File: src/design/ctrl_port_defines.svh
// Constants for the two-wire slave control port
`ifndef CTRL_PORT_DEFINES_SVH
`define CTRL_PORT_DEFINES_SVH

`define CHIP_ADDR_FIXED  5'h0d
`define MAX_WORD_BYTES   3'h5
`define SUBADDR_HIGHEST  16'h0fff
`define BOOT_SAMPLE_CYC  2'h3
`define BITS_PER_BYTE    4'h8
`define LAST_BIT_IDX     4'h7

`endif

File: src/design/ctrl_port_pkg.sv
// Types for the two-wire slave control port
package ctrl_port_pkg;

    typedef enum logic [2:0] {
        ST_IDLE,
        ST_RECV,
        ST_SACK,
        ST_SEND,
        ST_MACK
    } port_state_t;

    typedef enum logic [1:0] {
        PH_CHIP,
        PH_SUBH,
        PH_SUBL,
        PH_DATA
    } byte_phase_t;

endpackage

File: src/design/i2c_slave_control_port.sv
// Two-wire slave control port with burst access to internal words
`timescale 1ns/100ps
`default_nettype none
`include "ctrl_port_defines.svh"

module i2c_slave_control_port
    import ctrl_port_pkg::*;
#(
    parameter int          ADDR_W      = 16,
    parameter int          WORD_W      = 40,
    parameter logic [15:0] HIGHEST_SUB = `SUBADDR_HIGHEST
) (
    input  wire logic              i_mclk,
    input  wire logic              i_rst,
    input  wire logic              i_scl,
    input  wire logic              i_sda,
    input  wire logic              i_chip_address_strap_a,
    input  wire logic              i_chip_address_strap_b,
    input  wire logic              i_boot_select,
    input  wire logic [2:0]        i_word_len,
    input  wire logic              i_addr_ok,
    input  wire logic [WORD_W-1:0] i_rd_data,
    input  wire logic              i_wr_ready,
    output logic                   o_sda_out,
    output logic                   o_sda_oe_n,
    output logic [ADDR_W-1:0]      o_addr,
    output logic                   o_wr_valid,
    output logic [ADDR_W-1:0]      o_wr_addr,
    output logic [WORD_W-1:0]      o_wr_data,
    output logic [2:0]             o_wr_len,
    output logic                   o_mode_active
);

    // ------------------------------------------------------------
    // Pin synchronisers
    // ------------------------------------------------------------
    logic [4:0] pin_raw;
    logic [4:0] meta_reg;
    logic [4:0] sync_reg;
    logic       scl_d_reg;
    logic       sda_d_reg;

    assign pin_raw = {i_boot_select, i_chip_address_strap_b,
                      i_chip_address_strap_a, i_sda, i_scl};

    always_ff @(posedge i_mclk) begin
        if (i_rst) begin
            meta_reg <= 5'h03;
            sync_reg <= 5'h03;
        end else begin
            meta_reg <= pin_raw;
            sync_reg <= meta_reg;
        end
    end

    always_ff @(posedge i_mclk) begin
        if (i_rst) begin
            scl_d_reg <= 1'b1;
            sda_d_reg <= 1'b1;
        end else begin
            scl_d_reg <= sync_reg[0];
            sda_d_reg <= sync_reg[1];
        end
    end

    logic scl_s;
    logic sda_s;
    logic scl_rise;
    logic scl_fall;
    logic start_seen;
    logic stop_seen;

    assign scl_s      = sync_reg[0];
    assign sda_s      = sync_reg[1];
    assign scl_rise   = scl_s & ~scl_d_reg;
    assign scl_fall   = ~scl_s & scl_d_reg;
    assign start_seen = scl_s & scl_d_reg & sda_d_reg & ~sda_s;
    assign stop_seen  = scl_s & scl_d_reg & ~sda_d_reg & sda_s;

    // ------------------------------------------------------------
    // Boot mode capture after reset
    // ------------------------------------------------------------
    logic [1:0] boot_cnt_reg;

    always_ff @(posedge i_mclk) begin
        if (i_rst) begin
            boot_cnt_reg  <= 2'h0;
            o_mode_active <= 1'b0;
        end else if (boot_cnt_reg != `BOOT_SAMPLE_CYC) begin
            boot_cnt_reg <= boot_cnt_reg + 2'h1;
            if (boot_cnt_reg == `BOOT_SAMPLE_CYC - 2'h1) begin
                o_mode_active <= ~sync_reg[4];
            end
        end
    end

    // ------------------------------------------------------------
    // Word length and read byte selection
    // ------------------------------------------------------------
    logic [2:0] word_len;
    logic [2:0] byte_idx_reg;
    logic [2:0] rd_sel;
    logic [7:0] rd_byte;
    logic       word_last;
    logic [6:0] own_addr;

    always_comb begin
        word_len = i_word_len;
        if (i_word_len == 3'h0 || i_word_len > `MAX_WORD_BYTES) begin
            word_len = 3'h1;
        end
    end

    assign word_last = (byte_idx_reg + 3'h1) >= word_len;

    always_comb begin
        rd_sel = word_len - 3'h1 - byte_idx_reg;
        if (byte_idx_reg >= word_len) begin
            rd_sel = 3'h0;
        end
        rd_byte = i_rd_data[8*rd_sel +: 8];
    end

    assign own_addr = {`CHIP_ADDR_FIXED, sync_reg[2], sync_reg[3]};

    // ------------------------------------------------------------
    // Serial protocol engine
    // ------------------------------------------------------------
    port_state_t state_reg;
    byte_phase_t phase_reg;
    logic [3:0]  bit_cnt_reg;
    logic [7:0]  rx_reg;
    logic [7:0]  tx_reg;
    logic        read_dir_reg;
    logic        over_reg;
    logic [31:0] wbuf_reg;
    logic        push_reg;
    logic [ADDR_W-1:0] push_addr_reg;
    logic [WORD_W-1:0] push_data_reg;
    logic [2:0]  push_len_reg;
    logic        skid_valid_reg;
    logic [7:0]  rx_byte;

    assign rx_byte = rx_reg;

    always_ff @(posedge i_mclk) begin
        if (i_rst) begin
            state_reg     <= ST_IDLE;
            phase_reg     <= PH_CHIP;
            bit_cnt_reg   <= 4'h0;
            rx_reg        <= 8'h00;
            tx_reg        <= 8'h00;
            read_dir_reg  <= 1'b0;
            over_reg      <= 1'b0;
            wbuf_reg      <= 32'h0;
            byte_idx_reg  <= 3'h0;
            o_addr        <= '0;
            o_sda_oe_n    <= 1'b1;
            o_sda_out     <= 1'b0;
            push_reg      <= 1'b0;
            push_addr_reg <= '0;
            push_data_reg <= '0;
            push_len_reg  <= 3'h0;
        end else begin
            push_reg <= 1'b0;
            if (!o_mode_active) begin
                state_reg  <= ST_IDLE;
                o_sda_oe_n <= 1'b1;
            end else if (stop_seen) begin
                state_reg  <= ST_IDLE;
                o_sda_oe_n <= 1'b1;
            end else if (start_seen) begin
                state_reg   <= ST_RECV;
                phase_reg   <= PH_CHIP;
                bit_cnt_reg <= 4'h0;
                o_sda_oe_n  <= 1'b1;
            end else begin
                case (state_reg)
                    ST_RECV: begin
                        if (scl_rise && bit_cnt_reg != `BITS_PER_BYTE) begin
                            rx_reg      <= {rx_reg[6:0], sda_s};
                            bit_cnt_reg <= bit_cnt_reg + 4'h1;
                            if (bit_cnt_reg == `LAST_BIT_IDX) begin
                                if (phase_reg == PH_SUBH) begin
                                    o_addr[15:8] <= {rx_reg[6:0], sda_s};
                                end
                                if (phase_reg == PH_SUBL) begin
                                    o_addr[7:0] <= {rx_reg[6:0], sda_s};
                                end
                            end
                        end else if (scl_fall && bit_cnt_reg == `BITS_PER_BYTE) begin
                            bit_cnt_reg <= 4'h0;
                            state_reg   <= ST_SACK;
                            o_sda_oe_n  <= 1'b0;
                            case (phase_reg)
                                PH_CHIP: begin
                                    if (rx_byte[7:1] != own_addr) begin
                                        state_reg  <= ST_IDLE;
                                        o_sda_oe_n <= 1'b1;
                                    end else begin
                                        read_dir_reg <= rx_byte[0];
                                        byte_idx_reg <= 3'h0;
                                        phase_reg    <= rx_byte[0] ? PH_DATA
                                                                   : PH_SUBH;
                                    end
                                end
                                PH_SUBH: begin
                                    phase_reg <= PH_SUBL;
                                end
                                PH_SUBL: begin
                                    if (!i_addr_ok) begin
                                        state_reg  <= ST_IDLE;
                                        o_sda_oe_n <= 1'b1;
                                    end else begin
                                        phase_reg    <= PH_DATA;
                                        over_reg     <= 1'b0;
                                        byte_idx_reg <= 3'h0;
                                        wbuf_reg     <= 32'h0;
                                    end
                                end
                                default: begin
                                    if (over_reg || (word_last && skid_valid_reg)) begin
                                        state_reg  <= ST_IDLE;
                                        o_sda_oe_n <= 1'b1;
                                    end else if (word_last) begin
                                        push_reg      <= 1'b1;
                                        push_addr_reg <= o_addr;
                                        push_data_reg <= WORD_W'({wbuf_reg, rx_byte});
                                        push_len_reg  <= word_len;
                                        wbuf_reg      <= 32'h0;
                                        byte_idx_reg  <= 3'h0;
                                        if (o_addr == HIGHEST_SUB) begin
                                            over_reg <= 1'b1;
                                        end else begin
                                            o_addr <= o_addr + 1'b1;
                                        end
                                    end else begin
                                        wbuf_reg     <= {wbuf_reg[23:0], rx_byte};
                                        byte_idx_reg <= byte_idx_reg + 3'h1;
                                    end
                                end
                            endcase
                        end
                    end
                    ST_SACK: begin
                        if (scl_fall) begin
                            if (read_dir_reg && phase_reg == PH_DATA) begin
                                state_reg   <= ST_SEND;
                                tx_reg      <= rd_byte;
                                o_sda_oe_n  <= rd_byte[7];
                                bit_cnt_reg <= 4'h0;
                            end else begin
                                state_reg  <= ST_RECV;
                                o_sda_oe_n <= 1'b1;
                            end
                        end
                    end
                    ST_SEND: begin
                        if (scl_fall) begin
                            if (bit_cnt_reg == `LAST_BIT_IDX) begin
                                state_reg   <= ST_MACK;
                                bit_cnt_reg <= 4'h0;
                                o_sda_oe_n  <= 1'b1;
                            end else begin
                                tx_reg      <= {tx_reg[6:0], 1'b0};
                                o_sda_oe_n  <= tx_reg[6];
                                bit_cnt_reg <= bit_cnt_reg + 4'h1;
                            end
                        end
                    end
                    ST_MACK: begin
                        if (scl_rise && bit_cnt_reg == 4'h0) begin
                            if (sda_s) begin
                                state_reg <= ST_IDLE;
                            end else begin
                                bit_cnt_reg <= `BITS_PER_BYTE;
                                if (word_last) begin
                                    byte_idx_reg <= 3'h0;
                                    if (o_addr != HIGHEST_SUB) begin
                                        o_addr <= o_addr + 1'b1;
                                    end
                                end else begin
                                    byte_idx_reg <= byte_idx_reg + 3'h1;
                                end
                            end
                        end else if (scl_fall && bit_cnt_reg == `BITS_PER_BYTE) begin
                            state_reg   <= ST_SEND;
                            tx_reg      <= rd_byte;
                            o_sda_oe_n  <= rd_byte[7];
                            bit_cnt_reg <= 4'h0;
                        end
                    end
                    default: begin
                        state_reg  <= ST_IDLE;
                        o_sda_oe_n <= 1'b1;
                    end
                endcase
            end
        end
    end

    // ------------------------------------------------------------
    // Two-entry write word buffer
    // ------------------------------------------------------------
    logic [ADDR_W-1:0] skid_addr_reg;
    logic [WORD_W-1:0] skid_data_reg;
    logic [2:0]        skid_len_reg;
    logic              pop;

    assign pop = o_wr_valid & i_wr_ready;

    always_ff @(posedge i_mclk) begin
        if (i_rst) begin
            o_wr_valid     <= 1'b0;
            o_wr_addr      <= '0;
            o_wr_data      <= '0;
            o_wr_len       <= 3'h0;
            skid_valid_reg <= 1'b0;
            skid_addr_reg  <= '0;
            skid_data_reg  <= '0;
            skid_len_reg   <= 3'h0;
        end else if (skid_valid_reg) begin
            if (pop) begin
                o_wr_addr      <= skid_addr_reg;
                o_wr_data      <= skid_data_reg;
                o_wr_len       <= skid_len_reg;
                skid_valid_reg <= 1'b0;
            end
        end else if (push_reg) begin
            if (!o_wr_valid || pop) begin
                o_wr_valid <= 1'b1;
                o_wr_addr  <= push_addr_reg;
                o_wr_data  <= push_data_reg;
                o_wr_len   <= push_len_reg;
            end else begin
                skid_valid_reg <= 1'b1;
                skid_addr_reg  <= push_addr_reg;
                skid_data_reg  <= push_data_reg;
                skid_len_reg   <= push_len_reg;
            end
        end else if (pop) begin
            o_wr_valid <= 1'b0;
        end
    end

endmodule // i2c_slave_control_port
`default_nettype wire

File: config.mk
export PLATFORM = sky130hd
export DESIGN_NAME = i2c_slave_control_port
export DESIGN_NICKNAME = d
export VERILOG_FILES = /design/src/design/ctrl_port_pkg.sv /design/src/design/i2c_slave_control_port.sv
export VERILOG_INCLUDE_DIRS = /design/src /design/src/design
export SDC_FILE = /design/constraint.sdc
export NUM_CORES = 1
export LEC_CHECK = 0
export BUFFER_PORTS_ARGS = -buffer_cell sky130_fd_sc_hd__buf_2
export CAP_MARGIN = 5
export CORE_UTILIZATION = 55
export CTS_CLUSTER_SIZE = 12
export DETAILED_ROUTE_END_ITERATION = 6
export PLACE_DENSITY = 0.77
export SYNTH_ARGS = -nofsm -noshare
export SYNTH_HDL_FRONTEND = slang
export SYNTH_SLANG_ARGS = --single-unit
File: constraint.sdc
create_clock -name i_mclk -period 4 [get_ports i_mclk]
set_input_delay 0.8 -clock i_mclk [delete_from_list [all_inputs] [get_ports i_mclk]]
set_output_delay 0.8 -clock i_mclk [all_outputs]
set_load 0.005 [all_outputs]
---- Word-level counts from Yosys, hierarchy flattened ----
Index checks and enable logic that the tools add are counted.
cells by class
  $add $sub $neg .......................... 6
  order comparisons ....................... 3
  eq/ne operators ......................... 58
  shift-type cells ........................ 1
  mux-type cells .......................... 108
  bitwise operators ....................... 25
  reduce and logical (&&, ||, !) cells .... 46
operators by type and width
  operator                                                  count
  2-to-1 mux 16 bit                                         15
  2-to-1 mux 40 bit                                         4
  2-to-1 mux 32 bit                                         3
  2-to-1 mux 3 bit                                          22
  one-hot mux 32 bit (2 select lines)                       1
  inequality test 3 bit (second input constant)             20
  2-to-1 mux 7 bit                                          6
  indexed part select 40 x 7 -> 8 bit                       1
  2-to-1 mux 4 bit                                          9
  inequality test 2 bit (second input constant)             18
  one-hot mux 16 bit (2 select lines)                       1
  AND reduction 15 bit                                      2
  2-to-1 mux 1 bit                                          24
  2-to-1 mux 2 bit                                          11
  one-hot mux 7 bit (3 select lines)                        1
  AND reduction 7 bit                                       3
  AND reduction 9 bit                                       2
  inverter 1 bit                                            17
  adder 16 x 1 -> 16 bit (second input constant)            1
  equality test 16 x 12 -> 1 bit (second input constant)    1
  2-to-1 mux 8 bit                                          2
  inequality test 16 x 12 -> 1 bit (second input constant)  1
  inequality test 4 bit (second input constant)             4
  one-hot mux 4 bit (4 select lines)                        1
  other kinds (47)                                          77
storage, ports and cells
  register bits ........................... 273
  word-level logic and storage cells ...... 278

---- Logic depth before layout (Yosys ltp) ----
  word-level depth ........................ 12
  mapped depth ............................ 12
  gate-level depth less buffers ........... 9

---- Worst setup path before layout ----
OpenSTA, ideal clock, no wires.
  path type ............................... input -> register
  start point ............................. in i_word_len[2]
  end point ............................... reg tx_reg[0]
  library setup time ...................... 0.132 ns
  arrival ................................. 3.083 ns
  data required time ...................... 3.868 ns
  slack ................................... 0.785 ns
  cell stages on the path ................. 10
  cell sequence ........................... nand2b_1 -> buf_2 -> a21o_1 -> ha_1 -> nand2b_1 -> maj3_1 -> a21oi_1 -> mux4_2 -> a221oi_1 -> nor3_1
on the way
  longest elaborated chain between the ends .. 10
  elaborated cells between the ends (all ways) .. 14
RTL lines
  what                                                                    RTL line                                                      text
  start, declared                                                         i2c_slave_control_port.sv:20                                  input wire logic [2:0] i_word_len,
  > comparator 3 bit (no line) / zero test 3 bit (equally long branches)  --
  logical OR 1 bit (no line) *                                            --
  2-to-1 mux 3 bit *                                                      i2c_slave_control_port.sv:109                                 if (i_word_len == 3'h0 || i_word_len > `MAX_WORD_BYTES) begin
  net word_len[0]                                                         i2c_slave_control_port.sv:100                                 logic [2:0] word_len;
  subtractor 3 x 1 -> 3 bit                                               i2c_slave_control_port.sv:117                                 rd_sel = word_len - 3'h1 - byte_idx_reg;
  subtractor 3 bit                                                        i2c_slave_control_port.sv:117
  2-to-1 mux 3 bit *                                                      i2c_slave_control_port.sv:118                                 if (byte_idx_reg >= word_len) begin
  indexed part select 40 x 7 -> 8 bit *                                   i2c_slave_control_port.sv:121                                 rd_byte = i_rd_data[8*rd_sel +: 8];
  2-to-1 mux 7 bit (on tied branches)                                     i2c_slave_control_port.sv:286, i2c_slave_control_port.sv:247
  2-to-1 mux 7 bit (on tied branches)                                     i2c_slave_control_port.sv:272, i2c_slave_control_port.sv:246
  one-hot mux 7 bit (3 select lines) *                                    i2c_slave_control_port.sv:178                                 case (state_reg)
  end signal, assigned                                                    i2c_slave_control_port.sv:249                                 tx_reg <= rd_byte;
  end signal, assigned                                                    i2c_slave_control_port.sv:265                                 tx_reg <= {tx_reg[6:0], 1'b0};
  end signal, assigned                                                    i2c_slave_control_port.sv:288                                 tx_reg <= rd_byte;
  end, declared                                                           i2c_slave_control_port.sv:133                                 logic [7:0] tx_reg;
The timed path passes the listed nets; every way through them passes the cells marked *. The select of a mux whose other input is x is not followed.
A chain may end at the register's enable or synchronous reset.

---- Worst setup path in the final report ----
Ends and elaborated chain as after synthesis.

==> impl_metrics.csv <==
group,metric,value,unit
synth,synthFlopType,"dfxtp_1",
routing,vias,10000,
worst_setup_path,worstSetupStartpointType,"primary input",
routing,ant_nets,0,
pwr,leakagePower,4.71,nW
synth,yosysWarnings,0,
floorplan,die_w,149,µm
clock_network,cts-buffers-inserted,28,
synth,synth_edf_count,0,
min_path,hp-class,"reg2reg",
routing,first_pass_iters,5,
sta,rsz0062_at_grt,"no",
worst_setup_path,cpMostUsedCell,"nand2b_1",
pwr,ir_drop,327,µV
floorplan,initial_core_util,56.3,%
synth,synthCells,1419,
pwr,swShare,21.3,%
synth,yosys.area_share.adder,2.07,%
worst_setup_path,worst-path-buf-inv,1,
worst_setup_path,worstPathMaxFanout,8,
synth,synth.distinct_cells,68,
sta,worstMarginPinSlew,1130,ps
sta,finalHoldViolCount,0,
worst_setup_path,cp.arrival,3490,ps
clock_network,cts_tree,"yes",
worst_setup_path,crit_path_max_incr_delay,450,ps
sta,drv_slew,0,
pwr,finalPower,5.43,mW
worst_setup_path,crit_path_end_kind,"register",
sta,slew_headroom,24.2,%
layout,drive_above_1_share,14.4,%
pwr,powerDensity,401,nW/µm²
min_path,holdPathStages,1,
place,dp_hpwl,17.9,mm
layout,final_cell_mix,"dfxtp_1, nand2_1, a21oi_1, nor2_1, buf_2",
floorplan,die_h,149,µm
clock_network,insertion_delay,540,ps
clock_network,clk_pin_slew_worst_paths,50,ps
place,port_buffers,129,
sta,finalCritPeriodShare,77.7,%
sta,post-route-min-period,3110,ps
place,place.gp.congestion,0.919,
routing,drt_wl_total,27.4,mm
run,maxCapViolCount,0,
pwr,power.switching,1.16,mW
sta,clock.fmax,322,MHz
synth,synth_fp_nets,1489,
routing,route.detailed.drc,0,
global_routing,grt_max_degree,155,
synth,synth_compound_area_share,19.5,%
synth,synth_top_family_by_area,"simple AND/OR/NAND/NOR gates",
sta,setup_viol,0,
routing,wl_per_cell,15.4,µm
worst_setup_path,critPathSlowestCell,"a21oi_1",
pwr,seqPwrFrac,50.5,%
pwr,internal_power,4.27,mW
worst_setup_path,r2r-start,"state_reg[0]",
routing,drtIter0Drc,736,
floorplan,dieArea,22200,µm²
pwr,p_clk_share,45.7,%
min_path,holdPathEnd,"sync_reg[1]",
sta,fin_setup_tns,0,ps
layout,nets,1561,
synth,avgSynthCellArea,8.37,µm²
worst_setup_path,crit_chain,"buf_2 > nand2b_1 > a21o_1 > ha_1 > nand2b_1 > maj3_1 > a21oi_1 > mux4_2 > a221oi_1 > nor3_1",
layout,antennaDiodeCount,0,
worst_setup_path,cpLargestDelayFamily,"compound AO/OA/AOI/OAI gates",
layout,layout.cells.non_filler,1777,
worst_setup_path,path_class,"in2reg",
synth,synthXorXnorAreaFrac,0.590,%
worst_setup_path,r2r_cells,7,
place,dp.cells,1736,
layout,areaGrowthSynthToFinish,13.9,%
synth,synth.area.mux_share,6.94,%
global_routing,overflow,0,
synth,yosys.area_share.simple,20.6,%
worst_setup_path,cp.depth,10,
synth,ys_ff_latch,273,
global_routing,grt_pass1_wl,45.8,mm
floorplan,core_area,21100,µm²
clock_network,cts.path.max_buffers,3,
clock_network,cts_setup_buffers,0,
clock_network,root_buffer,"clkbuf_16",
layout,final_common_cell,"dfxtp_1",
worst_setup_path,regToRegSetupSlack,1090,ps
worst_setup_path,cp.required,4380,ps
floorplan,rows,53,
synth,syn-cell-area,11900,µm²
layout,n_fill_cell,1815,
worst_setup_path,r2r_end,"push_len_reg[0]",
synth,synthArstFlopShare,0,%
global_routing,grt_pass1_vias,9367,
outcome,status,"finished clean",
floorplan,ios,131,
clock_network,clock-sinks,273,
clock_network,h-tree-depth,1,
synth,seq_area_frac_synth,46.0,%
clock_network,post_cts_resized,0,
routing,vias_per_cell,5.65,
sta,clock_skew,12.0,ps
min_path,hp-start,"meta_reg[1]",
pwr,combPwrFrac,3.8,%
global_routing,antenna_found_initial,0,
clock_network,ctsHoldBuffers,0,
global_routing,grt_use_total,24.9,%
[final cells by class]
| cell class | instances | area, µm² | share of cell area (%) |
|---|---|---|---|
| Timing Repair Buffer | 145 | 825 | 6.10 |
| Clock buffer | 35 | 767 | 5.67 |
| Sequential cell | 273 | 5470 | 40.4 |
| Inverter | 22 | 82.6 | 0.611 |
| Tap cell | 275 | 344 | 2.54 |
| Multi-Input combinational cell | 1021 | 5940 | 44.0 |
| Clock inverter | 6 | 91.3 | 0.675 |
[how the worst max path moves through the flow]
stage | from | end | slack [ps]
after floorplan | i_word_len[2] | tx_reg[0] | 790
after global placement | i_word_len[2] | tx_reg[0] | 440
after detailed placement | i_word_len[2] | tx_reg[0] | 380
after CTS | i_word_len[2] | tx_reg[0] | 930
after global routing | i_word_len[2] | o_sda_oe_n | 740
final | i_word_len[2] | tx_reg[0] | 890
[layer usage]
layer,global-route usage (%),up-vias,wire (µm)
met5,0,-,0
met4,6.48,0,592
met3,3.24,42,1220
met2,42.0,250,13000
met1,33.4,4662,12600
li1,-,5089,-
[cell usage after synthesis, drive strengths merged (2+ instances only)]
cell     instances  area [µm²]
o31ai            8        60.1
nor3            14        75.1
nand2          270        1010
nor2b           17         106
maj3             2        20.0
or4              5        41.3
a2111oi          3        26.3
nand3b           2        15.0
o221ai           2        35.0
dfxtp          273        5470
nor4             8        62.6
nand4            5        31.3
xnor2            2        17.5
o211ai           3        27.5
a221oi           8        70.1
or3              7        43.8
a311oi           4        35.0
clkbuf          77         289
a21o             6        45.0
nor2           147         552
inv             22        82.6
and3b            3        26.3
or2             10        62.6
nand3           18        95.1
a21oi          149         749
nor3b            5        47.5
xor2             6        52.6
nand4b           2        17.5
nor4b            2        23.8
buf             26         140
a41oi            2        17.5
mux2i           79         791
nand2b          25         156
or3b             2        17.5
o32ai            5        43.8
ha              18         225
and2             5        31.3
o21a             6        46.3
a211oi          74         556
o21ai           31         155
a31oi            6        37.5
and3             4        25.0
o21bai           3        22.5
a22oi           41         308
o31a             3        26.3
[power by group through the flow]
stage               logic (mW)  registers, mW  clock network (mW)
finish                   0.205           2.74                2.48
global route             0.228           2.74                2.64
CTS                      0.205           2.74                2.52
detailed placement       0.205           2.80                   0
global placement         0.201           2.80                   0
floorplan                0.145           2.80                   0
[cells by family after synthesis]
family | Yosys count
multiplexers | 81
XOR/XNOR | 8
AO/OA/AOI/OAI | 360
buffers and inverters | 125
flip-flops | 273
adder cells (fa/ha/maj) | 20
other | 1
AND/OR/NAND/NOR | 551
[per-stage QoR]
stage	setup WS, ps	hold WS, ps	util [%]	instance area, µm²
2_1_floorplan	785	389	-	11900
3_3_place_gp	441	392	60.1	12700
3_5_place_dp	375	398	60.1	12700
4_1_cts	930	413	64.1	13500
5_1_grt	739	429	64.1	13500
6_report	891	411	64.1	13500
Note: power is estimated with default switching activity, not from simulation.
